===== src/wdlp_pkg.sv =====
// Constants and types shared by the watchdog and low-power controller
package wdlp_pkg;

    // ==========================================================
    // Register bus
    localparam int ADDR_W = 8;
    localparam int DATA_W = 32;

    typedef struct packed {
        logic [ADDR_W-1:0] addr;
        logic [DATA_W-1:0] wdata;
        logic wr;
        logic rd;
    } wdlp_bus_req_s;

    // ==========================================================
    // Register offsets
    localparam logic [ADDR_W-1:0] WD_CTRL_OFS = 8'h00;
    localparam logic [ADDR_W-1:0] WD_KEY_OFS = 8'h04;
    localparam logic [ADDR_W-1:0] WD_COUNT_OFS = 8'h08;
    localparam logic [ADDR_W-1:0] LP_CTRL0_OFS = 8'h0c;
    localparam logic [ADDR_W-1:0] WAKE_SEL_OFS = 8'h10;
    localparam logic [ADDR_W-1:0] LP_STATUS_OFS = 8'h14;

    // ==========================================================
    // Field positions and reset values
    localparam int WD_DIS_BIT = 0;
    localparam int WD_INTMODE_BIT = 1;
    localparam int WD_PULSE_BIT = 8;
    localparam int LP_MODE_LSB = 0;
    localparam int LP_QUAL_LSB = 2;
    localparam int LP_QUAL_W = 6;
    localparam logic [1:0] WD_CTRL_RST = 2'h0;
    localparam logic [1:0] LP_MODE_RST = 2'h0;
    localparam logic [LP_QUAL_W-1:0] LP_QUAL_RST = 6'h00;
    localparam logic [31:0] WAKE_SEL_RST = 32'h0000_0000;

    // ==========================================================
    // Watchdog key values and timing
    localparam logic [7:0] KEY_FIRST = 8'h55;
    localparam logic [7:0] KEY_SECOND = 8'haa;
    localparam int WD_PULSE_CYCLES = 512;

    // ==========================================================
    // Clock gate outputs and controller states
    typedef struct packed {
        logic osc_en;
        logic cpu_en;
        logic sys_en;
    } wdlp_clk_gate_s;

    typedef enum logic [2:0] {
        ST_RUN,
        ST_IDLE,
        ST_STANDBY,
        ST_HALT,
        ST_WAKE
    } wdlp_state_e;

endpackage


===== src/wdlp_top.sv =====
// Watchdog timer and low-power mode controller
//
// Notes on behaviour
// 8-bit up counter; max value fires 512-cycle pulse
// Key 0x55 then 0xAA clears the counter
// Disabled counter neither advances nor pulses
// Reset output low 512 cycles on overflow
// Watchdog runs on oscillator clock, also standby
// Watchdog interrupt feeds wake logic for standby
// Watchdog interrupt reaches CPU via interrupt expander
// Halt stops oscillator; watchdog frozen, no wake
// Mode field: 00 idle, 01 standby, 1X halt
// Clock enables per mode as tabled
// Idle exits on reset, watchdog, interrupt, NMI
// Standby exits on reset, watchdog, pins, debugger, NMI
// Halt exits on reset, pins, NMI, debugger only
// Wake low must persist, else mode resumes
// Idle left only on processor interrupt recognition
// Only selected port A pins wake
// Standby pin wake qualified over programmed cycles
// Halt uses same wake pin select register
// Output pins hold state during low power
// Debug wake works with CPU clock stopped
// Wrong key between 0x55 and 0xAA restarts
`timescale 1ns/1ps
`default_nettype none
module wdlp_top
#(
    parameter int WD_W = 8,
    parameter int PULSE_CYCLES = wdlp_pkg::WD_PULSE_CYCLES
)
(
    // Clock and reset
    input wire logic CLOCK_I,
    input wire logic RST_N_I,
    // Register bus
    input wire wdlp_pkg::wdlp_bus_req_s BUS_I,
    output logic [wdlp_pkg::DATA_W-1:0] RDATA_O,
    // CPU side
    input wire logic IDLE_EXEC_I,
    input wire logic CPU_INT_TAKEN_I,
    // Wake sources, active low
    input wire logic EXTERNAL_NONMASKABLE_IRQ_N_I,
    input wire logic DEBUG_WAKE_N_I,
    input wire logic [31:0] PORTA_I,
    // Output pin hold path
    input wire logic [31:0] PIN_OUT_I,
    output logic [31:0] PIN_OUT_O,
    // Watchdog outputs
    output logic WATCHDOG_RESET_N_O,
    output logic WATCHDOG_WAKE_INTERRUPT_N_O,
    // Clock gating
    output wdlp_pkg::wdlp_clk_gate_s CLK_GATE_O,
    output logic [2:0] STATE_O
);
    import wdlp_pkg::*;

    localparam int PC_W = $clog2(PULSE_CYCLES + 1);
    localparam logic [WD_W-1:0] WD_MAX = {WD_W{1'b1}};
    localparam logic [PC_W-1:0] PULSE_LOAD = PC_W'(PULSE_CYCLES);

    if (WD_W < 2 || WD_W > WD_PULSE_BIT || PULSE_CYCLES < 1)
    begin
        $error("wdlp_top: unsupported parameter values");
    end

    // ==========================================================
    // Decoding helpers
    function automatic wdlp_state_e mode_target(input logic [1:0] m);
        mode_target = m[1] ? ST_HALT : (m[0] ? ST_STANDBY : ST_IDLE);
    endfunction

    function automatic logic hit(input logic [ADDR_W-1:0] ofs, input logic [ADDR_W-1:0] a);
        hit = (a == ofs);
    endfunction

    // ==========================================================
    // Registers
    logic wd_dis_reg;
    logic wd_intmode_reg;
    logic [1:0] mode_reg;
    logic [LP_QUAL_W-1:0] qual_reg;
    logic [31:0] wake_sel_reg;
    logic [WD_W-1:0] count_reg;
    logic key_armed_reg;
    logic [PC_W-1:0] pulse_reg;
    logic [LP_QUAL_W:0] qcnt_reg;
    wdlp_state_e state_reg;
    wdlp_state_e ret_reg;
    logic [DATA_W-1:0] rdata_reg;
    logic [31:0] pin_reg;

    logic halted;
    logic pulse_on;
    logic key_wr;
    logic key_done;
    logic ovf_start;
    logic pins_low;
    logic qual_ok;
    logic standby_wake;
    logic halt_wake;

    assign halted = (state_reg == ST_HALT) || (state_reg == ST_WAKE && ret_reg == ST_HALT);
    assign pulse_on = (pulse_reg != '0);
    assign key_wr = BUS_I.wr && hit(WD_KEY_OFS, BUS_I.addr);
    assign key_done = key_wr && key_armed_reg && BUS_I.wdata[7:0] == KEY_SECOND;

    // ==========================================================
    // Control register writes
    always_ff @(posedge CLOCK_I or negedge RST_N_I)
    begin
        if (!RST_N_I)
        begin
            wd_dis_reg <= WD_CTRL_RST[WD_DIS_BIT];
            wd_intmode_reg <= WD_CTRL_RST[WD_INTMODE_BIT];
            mode_reg <= LP_MODE_RST;
            qual_reg <= LP_QUAL_RST;
            wake_sel_reg <= WAKE_SEL_RST;
        end
        else if (BUS_I.wr)
        begin
            if (hit(WD_CTRL_OFS, BUS_I.addr))
            begin
                wd_dis_reg <= BUS_I.wdata[WD_DIS_BIT];
                wd_intmode_reg <= BUS_I.wdata[WD_INTMODE_BIT];
            end
            if (hit(LP_CTRL0_OFS, BUS_I.addr))
            begin
                mode_reg <= BUS_I.wdata[LP_MODE_LSB +: 2];
                qual_reg <= BUS_I.wdata[LP_QUAL_LSB +: LP_QUAL_W];
            end
            if (hit(WAKE_SEL_OFS, BUS_I.addr))
            begin
                wake_sel_reg <= BUS_I.wdata;
            end
        end
    end

    // ==========================================================
    // Key sequence recognition
    always_ff @(posedge CLOCK_I or negedge RST_N_I)
    begin
        if (!RST_N_I)
        begin
            key_armed_reg <= 1'b0;
        end
        else if (key_wr)
        begin
            key_armed_reg <= (BUS_I.wdata[7:0] == KEY_FIRST);
        end
    end

    // ==========================================================
    // Watchdog counter, frozen while the oscillator is off
    assign ovf_start = !wd_dis_reg && !halted && count_reg == WD_MAX && !pulse_on;

    always_ff @(posedge CLOCK_I or negedge RST_N_I)
    begin
        if (!RST_N_I)
        begin
            count_reg <= '0;
        end
        else if (key_done)
        begin
            count_reg <= '0;
        end
        else if (!wd_dis_reg && !halted)
        begin
            count_reg <= count_reg + 1'b1;
        end
    end

    always_ff @(posedge CLOCK_I or negedge RST_N_I)
    begin
        if (!RST_N_I)
        begin
            pulse_reg <= '0;
        end
        else if (ovf_start)
        begin
            pulse_reg <= PULSE_LOAD;
        end
        else if (pulse_on && !halted)
        begin
            pulse_reg <= pulse_reg - 1'b1;
        end
    end

    assign WATCHDOG_RESET_N_O = !(pulse_on && !wd_intmode_reg);
    assign WATCHDOG_WAKE_INTERRUPT_N_O = !(pulse_on && wd_intmode_reg);

    // ==========================================================
    // Wake pin qualification
    assign pins_low = |(wake_sel_reg & ~PORTA_I);
    assign qual_ok = pins_low && (qcnt_reg >= {1'b0, qual_reg});

    always_ff @(posedge CLOCK_I or negedge RST_N_I)
    begin
        if (!RST_N_I)
        begin
            qcnt_reg <= '0;
        end
        else if (!pins_low)
        begin
            qcnt_reg <= '0;
        end
        else if (qcnt_reg <= {1'b0, qual_reg})
        begin
            qcnt_reg <= qcnt_reg + 1'b1;
        end
    end

    assign standby_wake = !WATCHDOG_WAKE_INTERRUPT_N_O || qual_ok
        || !DEBUG_WAKE_N_I || !EXTERNAL_NONMASKABLE_IRQ_N_I;
    assign halt_wake = pins_low || !DEBUG_WAKE_N_I
        || !EXTERNAL_NONMASKABLE_IRQ_N_I;

    // ==========================================================
    // Low-power state machine
    always_ff @(posedge CLOCK_I or negedge RST_N_I)
    begin
        if (!RST_N_I)
        begin
            state_reg <= ST_RUN;
            ret_reg <= ST_RUN;
        end
        else
        begin
            unique case (state_reg)
                ST_RUN:
                begin
                    if (IDLE_EXEC_I)
                    begin
                        state_reg <= mode_target(mode_reg);
                        ret_reg <= mode_target(mode_reg);
                    end
                end
                ST_IDLE:
                begin
                    if (CPU_INT_TAKEN_I)
                    begin
                        state_reg <= ST_RUN;
                    end
                end
                ST_STANDBY:
                begin
                    if (standby_wake)
                    begin
                        state_reg <= ST_WAKE;
                    end
                end
                ST_HALT:
                begin
                    if (halt_wake)
                    begin
                        state_reg <= ST_WAKE;
                    end
                end
                ST_WAKE:
                begin
                    if (CPU_INT_TAKEN_I)
                    begin
                        state_reg <= ST_RUN;
                    end
                    else if (ret_reg == ST_HALT ? !halt_wake : !standby_wake)
                    begin
                        state_reg <= ret_reg;
                    end
                end
            endcase
        end
    end

    // ==========================================================
    // Clock enables
    always_comb
    begin
        CLK_GATE_O.osc_en = (state_reg != ST_HALT);
        CLK_GATE_O.cpu_en = (state_reg != ST_STANDBY) && (state_reg != ST_HALT);
        CLK_GATE_O.sys_en = (state_reg != ST_STANDBY) && (state_reg != ST_HALT);
    end

    assign STATE_O = state_reg;

    // ==========================================================
    // Output pins held outside run
    always_ff @(posedge CLOCK_I or negedge RST_N_I)
    begin
        if (!RST_N_I)
        begin
            pin_reg <= '0;
        end
        else if (state_reg == ST_RUN && !IDLE_EXEC_I)
        begin
            pin_reg <= PIN_OUT_I;
        end
    end

    assign PIN_OUT_O = pin_reg;

    // ==========================================================
    // Register reads
    always_ff @(posedge CLOCK_I or negedge RST_N_I)
    begin
        if (!RST_N_I)
        begin
            rdata_reg <= '0;
        end
        else
        begin
            rdata_reg <= '0;
            if (BUS_I.rd)
            begin
                if (hit(WD_CTRL_OFS, BUS_I.addr))
                begin
                    rdata_reg[WD_DIS_BIT] <= wd_dis_reg;
                    rdata_reg[WD_INTMODE_BIT] <= wd_intmode_reg;
                end
                if (hit(WD_COUNT_OFS, BUS_I.addr))
                begin
                    rdata_reg[WD_W-1:0] <= count_reg;
                    rdata_reg[WD_PULSE_BIT] <= pulse_on;
                end
                if (hit(LP_CTRL0_OFS, BUS_I.addr))
                begin
                    rdata_reg[LP_MODE_LSB +: 2] <= mode_reg;
                    rdata_reg[LP_QUAL_LSB +: LP_QUAL_W] <= qual_reg;
                end
                if (hit(WAKE_SEL_OFS, BUS_I.addr))
                begin
                    rdata_reg <= wake_sel_reg;
                end
                if (hit(LP_STATUS_OFS, BUS_I.addr))
                begin
                    rdata_reg[2:0] <= state_reg;
                end
            end
        end
    end

    assign RDATA_O = rdata_reg;

    // ==========================================================
    // Assertions
    logic [PC_W:0] lowrun_reg;

    always_ff @(posedge CLOCK_I or negedge RST_N_I)
    begin
        if (!RST_N_I)
        begin
            lowrun_reg <= '0;
        end
        else if (pulse_on)
        begin
            lowrun_reg <= lowrun_reg + 1'b1;
        end
        else
        begin
            lowrun_reg <= '0;
        end
    end
endmodule
`default_nettype wire

===== config.mk =====
export PLATFORM = sky130hd
export DESIGN_NAME = wdlp_top
export DESIGN_NICKNAME = d
export VERILOG_FILES = /design/src/wdlp_pkg.sv /design/src/wdlp_top.sv
export SDC_FILE = /design/constraint.sdc
export NUM_CORES = 1
export LEC_CHECK = 0
export ABC_AREA = 1
export BUFFER_PORTS_ARGS = -buffer_cell sky130_fd_sc_hd__buf_2
export CORE_ASPECT_RATIO = 1.4
export CORE_MARGIN = 2
export CORE_UTILIZATION = 55
export DETAILED_ROUTE_END_ITERATION = 12
export PLACE_DENSITY = 0.9
export SLEW_MARGIN = 20
export SYNTH_ARGS = -nofsm -noshare
export SYNTH_HDL_FRONTEND = slang
export SYNTH_SLANG_ARGS = --single-unit
export TNS_END_PERCENT = 10

===== constraint.sdc =====
create_clock -name CLOCK_I -period 3.5 [get_ports CLOCK_I]
set_input_delay 0 -clock CLOCK_I [delete_from_list [all_inputs] [get_ports CLOCK_I]]
set_output_delay 0 -clock CLOCK_I [all_outputs]
set_load 0.02 [all_outputs]

[Yosys cells after proc, flatten, opt, wreduce, memory -nomap -nowiden]
Cells that the tools add are included.
Word-level totals
  input bits: 112
  output and inout bits: 72
  word-level logic and storage cells: 104
  register bits: 138
Operators by class
  magnitude comparators: 2
  reductions and logical operators: 41
  multiplexer cells: 22
  add/subtract/negate cells: 3
  equality and inequality tests: 21
  bitwise gates (word level): 2
Operators by type and width (number)
  two-way mux 32 bit: 2
  bitwise AND 32 bit: 1
  inverter 32 bit: 1
  OR reduction 32 bit: 1
  two-way mux 8 bit: 3
  two-way mux 3 bit: 7
  two-way mux 10 bit: 2
  equality test 8 x 4 -> 1 bit, second input constant: 2
  equality test 8 x 5 -> 1 bit, second input constant: 2
  equality test 8 bit, second input constant: 2
  one-hot mux 3 bit (5 select lines): 1
  two-way mux 7 bit: 2
  logical AND 1 bit: 13
  logical NOT 1 bit: 11
  nonzero test 10 bit: 1
  subtractor 10 x 1 -> 10 bit, second input constant: 1
  equality test 3 x 2 -> 1 bit, second input constant: 3
  two-way mux 9 bit: 1
  != test 3 x 2 -> 1 bit, second input constant: 3
  adder 8 x 1 -> 8 bit, second input constant: 1
  equality test 8 x 3 -> 1 bit, second input constant: 1
  equality test 8 x 7 -> 1 bit, second input constant: 1
  logical NOT 8 bit: 1
  != test 2 bit, second input constant: 4
  other kinds (13): 24

[Longest topological paths before layout]
Gate-level depths: netlist (run 1).
  word-level depth: 12
  mapped depth: 14
  gate-level depth less buffers: 14

[Worst setup path after synthesis (run 1)]
OpenSTA, ideal clock, no wires.
  path kind: flip-flop to flip-flop
  from: register state_reg[1], in the netlist STATE_O[1]
  to: register pulse_reg[5]
  clock period less this slack: 1.707 ns
  buffers on the path: 0
  data required time: 3.382 ns
  setup time: 0.118 ns
  arrival: 1.589 ns
  slack: 1.793 ns
  cell stages (with the launch flop): 11
  path through: dfrtp_1 inv_1 nor2_2 nand2_1 nand2_2 nor2_4 nand2_1 nor2_2 nand2_1 xor2_1 inv_1
On the way
  cells in the longest elaborated chain, start to end: 8
  elaborated cells between the ends (all ways): 11
  classes of those cells: 2 x eq/ne; 1 x mux; 8 x reduce/logical
Ends and longest elaborated chain
  start, declared: RTL line wdlp_top.sv:88  | wdlp_state_e state_reg;
  start signal, assigned: RTL line wdlp_top.sv:234  | state_reg <= mode_target(mode_reg);
  start signal, assigned: RTL line wdlp_top.sv:267  | state_reg <= ret_reg;
  equality test 3 bit: RTL line wdlp_top.sv:103  | assign halted = (state_reg == ST_HALT) || (state_reg == ST_WAKE && ret_reg == ST_HALT);
  logical AND 1 bit: RTL line wdlp_top.sv:103
  logical OR 1 bit (*): RTL line wdlp_top.sv:103
  logical NOT 1 bit (*): RTL line wdlp_top.sv:155, wdlp_top.sv:183
  logical AND 1 bit (3 in series): RTL line wdlp_top.sv:155  | assign ovf_start = !wd_dis_reg && !halted && count_reg == WD_MAX && !pulse_on;
  two-way mux 10 bit or nonzero test 2 bit (tied branches)
  end signal, assigned: RTL line wdlp_top.sv:185  | pulse_reg <= pulse_reg - 1'b1;
  end, declared: RTL line wdlp_top.sv:86  | logic [PC_W-1:0] pulse_reg;
Mark *: on every way between the ends. The rest lies on a longest branch, timed or not.
A chain may end at the register's enable or synchronous reset.

[Worst setup path in the final report (run 1)]
  from: register wake_sel_reg[11]
  to: register state_reg[0], in the netlist STATE_O[0]
On the way
  cells in the longest elaborated chain, start to end: 10
  elaborated cells between the ends (all ways): 15
  classes of those cells: 3 x eq/ne; 1 x mux; 1 x bitwise; 10 x reduce/logical
Ends and longest elaborated chain
  start, declared: RTL line wdlp_top.sv:83  | logic [31:0] wake_sel_reg;
  start signal, assigned: RTL line wdlp_top.sv:134  | wake_sel_reg <= BUS_I.wdata;
  bitwise AND 32 bit (*): RTL line wdlp_top.sv:194  | assign pins_low = |(wake_sel_reg & ~PORTA_I);
  OR reduction 32 bit (*): RTL line wdlp_top.sv:194
  logical AND 1 bit: RTL line wdlp_top.sv:195  | assign qual_ok = pins_low && (qcnt_reg >= {1'b0, qual_reg});
  logical OR 1 bit: RTL line wdlp_top.sv:213  | assign standby_wake = !WATCHDOG_WAKE_INTERRUPT_N_O || qual_ok
  logical OR 1 bit (2 in series): RTL line wdlp_top.sv:214  | || !DEBUG_WAKE_N_I || !EXTERNAL_NONMASKABLE_IRQ_N_I;
  logical NOT 1 bit: RTL line wdlp_top.sv:265  | else if (ret_reg == ST_HALT ? !halt_wake : !standby_wake)
  two-way mux 1 bit: RTL line wdlp_top.sv:265
  != test 3 x 2 -> 1 bit (no source line)
  AND reduction 5 bit (no source line) (*)
Marked as above.

==> results.toml, run 1 <==
[drt]
wl_per_cell_um = 23.17
ant_nets = 0
drt_iter0_markers = 877
route.detailed.drc = 0
vias = 6577
vias_per_cell = 6.124
dr.pass1.iters = 9
routed_wirelength_um = 24880

[synthesis]
seq_area_frac_synth = 0.5384
synth.avg_cell_area_um2 = 9.618
netlist_area_um2 = 6367
ys.flop_type = "dfrtp_1"
synth_fp_nets = 784
synth-edff-count = 0
synth_cell_type_count = 40
yosys_warnings = 0
synth_cells = 662
ys_ff_latch = 137
postSynth.asyncResetShare = 1.000

[worst_setup_path]
critPathCaptureType = "register"
worstSetupEndpoint = "STATE_O[0]"
critPathSlowestCell = "dfrtp_1"
reg2reg_slack_ns = 0.97
crit_top_cell = "nand2_1"
path_delay_family = "simple AND/OR/NAND/NOR gates"
r2r_start = "wake_sel_reg[11]"
reg2reg_depth = 12
max_stage_delay_ns = 0.41
path_depth = 12
crit_type = "reg -> reg"
required_ns = 3.81
crit_chain = "nand2_1, o21ai_0, nor2_1, nand2_1, nor2_1, nand2_1, inv_1, nand3_1, nand3_2, nand2_1, nand2_1, nand2_1"
startpoint_type = "register"
crit_buf_inv = 1
reg2reg_to = "STATE_O[0]"
cp_max_fo = 8
arrival_ns = 2.84
setup.worst_path.start = "wake_sel_reg[11]"

[floorplanning]
core_area_um2 = 11340
initial_utilization = 0.5616
fp.dieH_um = 131.3
rows = 46
ios = 184
die-width_um = 94.94
dieArea_um2 = 12470

[cts]
clock_latency_ns = 0.44
htreeDepth = 4
clockBufferDepth = 2
root_buffer = "clkbuf_16"
cts_sinks = 137
clkTransAtPathRegs_ns = 0.06
post_cts_resized = 0
tritoncts = "done"
cts_buffers = 17

[placed_design]
hpwl_um = 12140
port_buffers = 183
gp_congestion = 0.8771
placed_cell_area_um2 = 7391
place_inst = 976
pre_cts_ws_ns = 1.109

[cells_and_area]
utilization = 0.7612
design_area_um2 = 8631
syn_to_final_growth_pct = 35.55
drive_above_1_share = 0.3132
stdcell_count = 1074
nNetsFinal = 1040

[sta]
hold_viol = 0
setup_viol = 0
fin_ws_ns = 0.9709
rsz0062_at_grt = "false"
slew_headroom = 0.2541
holdWs_ns = 0.03965
fin_skew_ns = 0.02009
tightest_slew_ns = 1.115
post-route-period-util = 0.7226
fmax_mhz = 395.4
fin_setup_tns_ns = 0
finalCriticalPeriod_ns = 2.529
slew_violations = 0

[global_routing]
grt_pass1_vias = 6734
grt_antenna_before_repair = 2
grt_pass1_wl_um = 37230
grt_start_max_net_pins = 110
overflow = 0
grtUsageTotal = 0.4039

[power]
fin_total_pwr_mw = 5.843
power.share.combinational = 0.305
p_clk_frac = 0.309
leakagePower_nw = 4.652
seq_power_share = 0.387
power.density_nw_per_um2 = 677.0
internal_power_mw = 3.668
p_switching_mw = 2.175
ir_drop_mv = 0.3600
p_sw_frac = 0.3722

[min_path]
worstHoldPathType = "in -> reg"
whs_path_depth = 4

[status]
outcome = "finished clean"

[flow_run]
drv_cap = 0
[layout by cell type, fill, tap and decap left out, types with 2 or more instances in the layout]
| cell type | n |
|---|---|
| xor2_1 | 6 |
| nor2_1 | 57 |
| buf_2 | 182 |
| nand2_1 | 144 |
| nand3b_1 | 2 |
| mux2_2 | 34 |
| buf_4 | 2 |
| a31oi_1 | 2 |
| o22ai_1 | 2 |
| bufinv_16 | 2 |
| nand2_2 | 4 |
| o21ai_1 | 4 |
| dlygate4sd3_1 | 67 |
| o221ai_1 | 4 |
| a21oi_1 | 16 |
| dfrtp_1 | 137 |
| nor3_1 | 9 |
| mux2_4 | 22 |
| nand3_1 | 20 |
| clkinv_4 | 3 |
| clkbuf_16 | 17 |
| o21ai_0 | 41 |
| nor2_2 | 5 |
| nand4_1 | 9 |
| nor3b_1 | 2 |
| o21a_1 | 2 |
| o211ai_1 | 2 |
| inv_1 | 93 |
| nor4_1 | 4 |
| clkinv_2 | 5 |
| ha_1 | 10 |
| inv_2 | 3 |
| nor2_4 | 3 |
[area by class of cell]
| type | count | area, um2 |
|---|---|---|
| Sequential cell | 137 | 3428 |
| Multi-Input combinational cell | 414 | 2485 |
| Clock inverter | 12 | 127.6 |
| Fill cell | 581 | 2708 |
| Inverter | 96 | 360.3 |
| Timing Repair Buffer | 252 | 1608 |
| Clock buffer | 18 | 439.2 |
| Tap cell | 144 | 180.2 |
| Antenna cell | 1 | 2.502 |
[routing by layer]
metal / share of wire / track usage
met5: 0 / 0
met4: 0.077 / 0.2939
met3: 0.12 / 0.1456
met2: 0.50 / 0.6418
met1: 0.31 / 0.4329
[power groups by stage]
| stage | logic (mW) | registers, mW | clock network, mW |
|---|---|---|---|
| floorplan | 0.788 | 2.41 | 0 |
| global placement | 1.48 | 2.17 | 0 |
| detailed placement | 1.55 | 2.19 | 0 |
| CTS | 1.64 | 2.18 | 1.73 |
| global route | 1.90 | 2.28 | 1.86 |
| finish | 1.78 | 2.26 | 1.80 |
[worst min-delay path, cell delays in order]
cell and delay, ns:
buf_2 0.10, nor4_1 0.10, nand2_1 0.13, o21ai_0 0.09
[cell families after synthesis]
kind of cell,after synthesis,share of synthesized area
DFF,137,0.5384
AOI/OAI and AO/OA,77,0.06760
and+or+nand+nor,264,0.1814
muxes,56,0.1120
xor gates and xnor gates,7,0.009629
adders and majority gates,10,0.01965
buffers and inverters,111,0.07133
[cell usage after synthesis (2+ instances only)]
| cell | n | area share |
|---|---|---|
| mux2_4 | 22 | 0.052 |
| clkbuf_1 | 7 | 0.0041 |
| o211ai_1 | 2 | 0.0024 |
| ha_1 | 10 | 0.020 |
| nor2_2 | 5 | 0.0049 |
| o22ai_1 | 2 | 0.0020 |
| a31oi_1 | 2 | 0.0020 |
| nor2_1 | 57 | 0.034 |
| nor4_1 | 4 | 0.0039 |
| o21ai_1 | 4 | 0.0031 |
| o21a_1 | 2 | 0.0024 |
| nor3b_1 | 2 | 0.0024 |
| dfrtp_1 | 137 | 0.54 |
| nor3_1 | 9 | 0.0071 |
| nor2_4 | 3 | 0.0053 |
| nand3b_1 | 2 | 0.0024 |
| nand4_1 | 9 | 0.0088 |
| inv_2 | 3 | 0.0018 |
| o21ai_0 | 41 | 0.032 |
| nand2_1 | 144 | 0.085 |
| buf_2 | 3 | 0.0024 |
| buf_6 | 4 | 0.0071 |
| mux2_2 | 34 | 0.060 |
| a21oi_1 | 16 | 0.013 |
| o221ai_1 | 4 | 0.0055 |
| xor2_1 | 6 | 0.0083 |
| nand3_1 | 20 | 0.016 |
| nand2_2 | 4 | 0.0039 |
| inv_1 | 93 | 0.055 |
[how the worst min path moves through the flow]
stage	end	slack [ns]	startpoint
floorplan	PIN_OUT_O[0]	-0.30	RST_N_I
global placement	RDATA_O[15]	0.20	RST_N_I
detailed placement	RDATA_O[14]	0.19	RST_N_I
CTS	wd_dis_reg	0.004	BUS_I[36]
global route	wd_dis_reg	0.06	BUS_I[36]
finish	wd_dis_reg	0.04	BUS_I[36]
[what timing repair did]
action | CTS | global route
setup buffers | 0 | 0
setup endpoints to repair | 0 | 0
endpoints found under the hold margin | 184 | 0
hold buffers | 67 | 0
No activity file was read; power rests on OpenSTA's default activity.
==> run 2, diff against run 1 <==
Settings changed: CORE_UTILIZATION 55 to 47, PLACE_DENSITY 0.9 to 0.82.
Clock period 3.5 ns to 2.18 ns, I/O delays scaled along.
==> run 2 against run 1 <==
First-iteration DRC count down 56%. Core utilization shrank 10 points. Setup slack got worse by 0.74 ns. Total power is 53% higher. Flip-flop and latch count unchanged. Clock skew shrank 0.013 ns. Global-route usage shrank 15 points. Non-clock buffer count increased by 4. Cell area is 1.4% higher. Fmax rose by 30%. Clock-buffer cell count shrank 1. Critical path depth is 1 lower.
==> results.toml, run 2 (same netlist as run 1, synthesis figures left out) <==
[cells_and_area]
nNetsFinal = 1044
final_cell_mix = "buf_2, nand2_1, dfrtp_1"
syn_to_final_growth_pct = 37.49
final_common_cell = "buf_2"
stdcell_count = 1118
drive_above_1_share = 0.3187

[min_path]
whs_path_depth = 6
min_to = "RDATA_O[8]"
worstHoldPathType = "in -> reg"
holdCritStartpoint = "BUS_I[34]"

[worst_setup_path]
critPathCaptureType = "register"
crit_type = "reg -> reg"
required_ns = 2.52
r2r_start = "qual_reg[2]"
arrival_ns = 2.29
reg2reg_to = "qcnt_reg[5]"
startpoint_type = "register"
reg2reg_slack_ns = 0.23
cp_max_fo = 4
critPathSlowestCell = "dfrtp_1"
crit_chain = "inv_1, ha_1, a21oi_1, o21ai_0, nand2_1, nand2_1, nand2_1, nand3_1, nor2_1, o21ai_0, a21oi_1"
max_stage_delay_ns = 0.35
reg2reg_depth = 11
crit_top_cell = "nand2_1"

[sta]
tightest_slew_ns = 0.6674
setup_viol = 0
rsz0062_at_grt = "false"
fin_skew_ns = 0.007210
slew_violations = 0
fmax_mhz = 512.4
hold_viol = 0
slew_headroom = 0.5510
finalCriticalPeriod_ns = 1.952
fin_setup_tns_ns = 0
post-route-period-util = 0.8952

[cts]
tritoncts = "done"
htreeDepth = 4
clockBufferDepth = 2
cts_setup_buffers = 0
cts_buffers = 17
clkTransAtPathRegs_ns = 0.06
clock_latency_ns = 0.42
cts_sinks = 137
root_buffer = "clkbuf_16"

[global_routing]
grt_pass1_vias = 5926
grtUsageTotal = 0.2496
grt_pass1_wl_um = 27860
overflow = 0
grt_start_max_net_pins = 62
grt_antenna_before_repair = 1

[power]
power.density_nw_per_um2 = 1024
leakagePower_nw = 4.672
ir_drop_mv = 0.5643

[flow_run]
drv_cap = 0

[floorplanning]
fp.dieH_um = 141.7
ios = 184
core_area_um2 = 13330
rows = 50
die-width_um = 102.4
initial_utilization = 0.4778
dieArea_um2 = 14510

[placed_design]
hpwl_um = 11580
place_inst = 1017
gp_congestion = 0.8581
port_buffers = 183

[drt]
ant_nets = 0
routed_wirelength_um = 17840
drt_iter0_markers = 388
dr.pass1.iters = 6
route.detailed.drc = 0
vias = 5696
wl_per_cell_um = 15.95
vias_per_cell = 5.095

[status]
outcome = "finished clean"
-- run 2: how the worst max path moves through the flow --
stage	start	endpoint	slack, ns	depth (start not counted)
2_1_floorplan	STATE_O[1]	pulse_reg[5]	0.47	10
3_3_place_gp	qcnt_reg[5]	STATE_O[0]	0.34	12
3_5_place_dp	qcnt_reg[4]	STATE_O[0]	0.24	12
4_1_cts	qcnt_reg[4]	STATE_O[0]	0.21	12
5_1_grt	qcnt_reg[4]	STATE_O[0]	0.03	12
6_report	qual_reg[2]	qcnt_reg[5]	0.23	11
-- run 2: worst max-delay path: cells and delay by family, from the launching register on --
| kind | cells | cell delay, ns |
|---|---|---|
| buffers and inverters | 1 | 0.07 |
| AO/OA/AOI/OAI | 4 | 0.55 |
| flip-flops | 1 | 0.35 |
| AND/OR/NAND/NOR | 5 | 0.56 |
| adder cells (fa/ha/maj) | 1 | 0.32 |
-- run 2: per-layer routing --
layer,GRT usage,wire length [um],up-vias
li1,-,-,2647
met1,0.2723,6422,2724
met2,0.4436,9541,256
met3,0.05369,1012,69
met4,0.1340,858,0
met5,0,0,-
-- run 2: final cells by class --
class / instances / area (um2)
diodes: 1 / 2.502
clock buffers: 17 / 425.4
clock inverters: 15 / 152.6
fillers: 995 / 4571
inverters: 96 / 360.3
multi-input cells: 414 / 2492
flip-flops and latches: 137 / 3428
well taps: 182 / 227.7
repair buffers: 256 / 1665
-- run 2: repair_timing --
item,CTS,global route
gates resized for setup,0,2
hold buffers,68,0
endpoints found under the setup margin,0,3
hold endpoints to repair,185,0
-- run 2: metrics by stage --
step           total power, mW  hold slack, ns  setup slack, ns  utilization  cell area (um2)
2_1_floorplan            5.136         -0.2956           0.4730            -             6367
3_3_place_gp             5.873        -0.05300           0.3447       0.5618             7486
3_5_place_dp             5.988        -0.05284           0.2371       0.5618             7486
4_1_cts                  8.892        0.009913           0.2067       0.6562             8745
5_1_grt                  9.427         0.05162          0.03329       0.6570             8755
6_report                 8.961         0.02661           0.2284       0.6570             8755
-- run 2: where the power goes --
group | leakage (nW) | internal [mW] | total, mW | switching (mW)
clock network | 0.271 | 1.68 | 2.81 | 1.13
logic | 2.62 | 1.07 | 2.63 | 1.56
registers | 1.78 | 3.12 | 3.52 | 0.406
==> run 3, diff against run 2 <==
Settings changed: RECOVER_POWER set to 50, TNS_END_PERCENT 10 to 1.
==> run 3 against run 2 <==
First-iteration DRC count increased by 20%. Largest power group unchanged. Die area unchanged. Non-clock buffer count unchanged. Clock power about the same. Clock skew about the same. Worst hold slack improved by 0.0034 ns. Cell area decreased by 0.97%. Via count increased by 0.91%. Total power decreased by 0.52%.
==> results.toml, run 3 (same netlist as run 1, synthesis figures left out) <==
[power]
ir_drop_mv = 0.5538
power.density_nw_per_um2 = 1028
leakagePower_nw = 4.464
p_switching_mw = 3.104
p_sw_frac = 0.3482
seq_power_share = 0.396
p_clk_frac = 0.316
power.share.combinational = 0.289
internal_power_mw = 5.810

[cells_and_area]
regArea_um2 = 3428
drive_above_1_share = 0.2588
multi_input_area_um2 = 2485
final_cell_mix = "nand2_1, dfrtp_1, buf_2"
fill_cells = 1040
final_common_cell = "nand2_1"
syn_to_final_growth_pct = 36.16
stdcell_count = 1118
nNetsFinal = 1044

[drt]
drt_iter0_markers = 466
ant_nets = 0
route.detailed.drc = 0
vias = 5748
dr.pass1.iters = 6
wl_per_cell_um = 16.04
vias_per_cell = 5.141
routed_wirelength_um = 17930

[global_routing]
grt_antenna_before_repair = 1
grt_start_max_net_pins = 62
grt_pass1_vias = 5926
grtUsageTotal = 0.2496
overflow = 0
grt_pass1_wl_um = 27860

[sta]
rsz0062_at_grt = "false"
fin_skew_ns = 0.007333
fmax_mhz = 514.1
post-route-period-util = 0.8923
slew_headroom = 0.2400
slew_violations = 0
tightest_slew_ns = 1.140
holdWs_ns = 0.03005
setup_viol = 0
hold_viol = 0
fin_setup_tns_ns = 0
finalCriticalPeriod_ns = 1.945

[cts]
cts_buffers = 17
clockBufferDepth = 2
cts_setup_buffers = 0
root_buffer = "clkbuf_16"
tritoncts = "done"
clock_latency_ns = 0.42
cts_sinks = 137
htreeDepth = 4
clkTransAtPathRegs_ns = 0.06

[worst_setup_path]
critPathCaptureType = "register"
required_ns = 2.52
arrival_ns = 2.29
cp_max_fo = 4
crit_type = "reg -> reg"
startpoint_type = "register"

[placed_design]
gp_congestion = 0.8581
port_buffers = 183
hpwl_um = 11580
place_inst = 1017

[floorplanning]
rows = 50
fp.dieH_um = 141.7
initial_utilization = 0.4778
core_area_um2 = 13330
ios = 184
die-width_um = 102.4
dieArea_um2 = 14510

[flow_run]
drv_cap = 0

[min_path]
worstHoldPathType = "in -> reg"

[status]
outcome = "finished clean"
run 3: cell count changes in the layout (fill, tap and decap cells not counted), sizes merged:
| cell | previous run | this run |
|---|---|---|
| buf | 188 | 131 |
| clkbuf | 17 | 74 |
run 3: area by class of cell:
class | count | area share
timing repair buffer | 256 | 0.1831
inverter | 96 | 0.04156
clock inverter | 15 | 0.01761
sequential | 137 | 0.3954
clock buffer | 17 | 0.04907
antenna | 1 | 0.0002886
multi-input combinational | 414 | 0.2866
tap | 182 | 0.02627
run 3: per-layer routing:
metal / track usage / wire length (um)
met1: 0.2723 / 6569
met2: 0.4436 / 9517
met3: 0.05369 / 974
met4: 0.1340 / 870
met5: 0 / 0
run 3: final timing paths:
check,cells past startpoint,end,slack (ns),from
max reg2reg,11,qcnt_reg[5],0.23,qual_reg[2]
max,11,qcnt_reg[5],0.23,qual_reg[2]
max in group asynchronous,3,RDATA_O[22],0.79,RST_N_I
min in group asynchronous,2,pulse_reg[5],0.35,RST_N_I
min,6,RDATA_O[8],0.03,BUS_I[34]
min reg2reg,2,wake_sel_reg[6],0.49,wake_sel_reg[6]
run 3: critical path: stages, from the launching register on:
cell and delay, ns:
dfrtp_1 0.35, inv_1 0.07, ha_1 0.32, a21oi_1 0.19, o21ai_0 0.11, nand2_1 0.09
nand2_1 0.05, nand2_1 0.13, nand3_1 0.14, nor2_1 0.16, o21ai_0 0.12, a21oi_1 0.14
run 3: per-stage QoR:
| step | util | instance area [um2] | worst slack, ns | power (mW) |
|---|---|---|---|---|
| after floorplan | - | 6367 | 0.4730 | 5.136 |
| final | 0.6506 | 8670 | 0.2347 | 8.914 |
| after global placement | 0.5618 | 7486 | 0.3447 | 5.873 |
| after CTS | 0.6562 | 8745 | 0.2067 | 8.892 |
| after global routing | 0.6506 | 8670 | 0.03329 | 9.371 |
| after detailed placement | 0.5618 | 7486 | 0.2371 | 5.988 |
run 3: what timing repair did:
item                       CTS  global route
hold buffers                68             0
setup endpoints to repair    0             3
resized for setup            0             2
hold endpoints to repair   185             0
run 3: power by group through the flow:
stage | logic, mW | clock network (mW) | registers [mW]
final | 2.57 | 2.81 | 3.53
after global routing | 2.82 | 2.96 | 3.59
after CTS | 2.59 | 2.82 | 3.48
after detailed placement | 2.47 | 0 | 3.52
after global placement | 2.38 | 0 | 3.49
after floorplan | 1.26 | 0 | 3.87
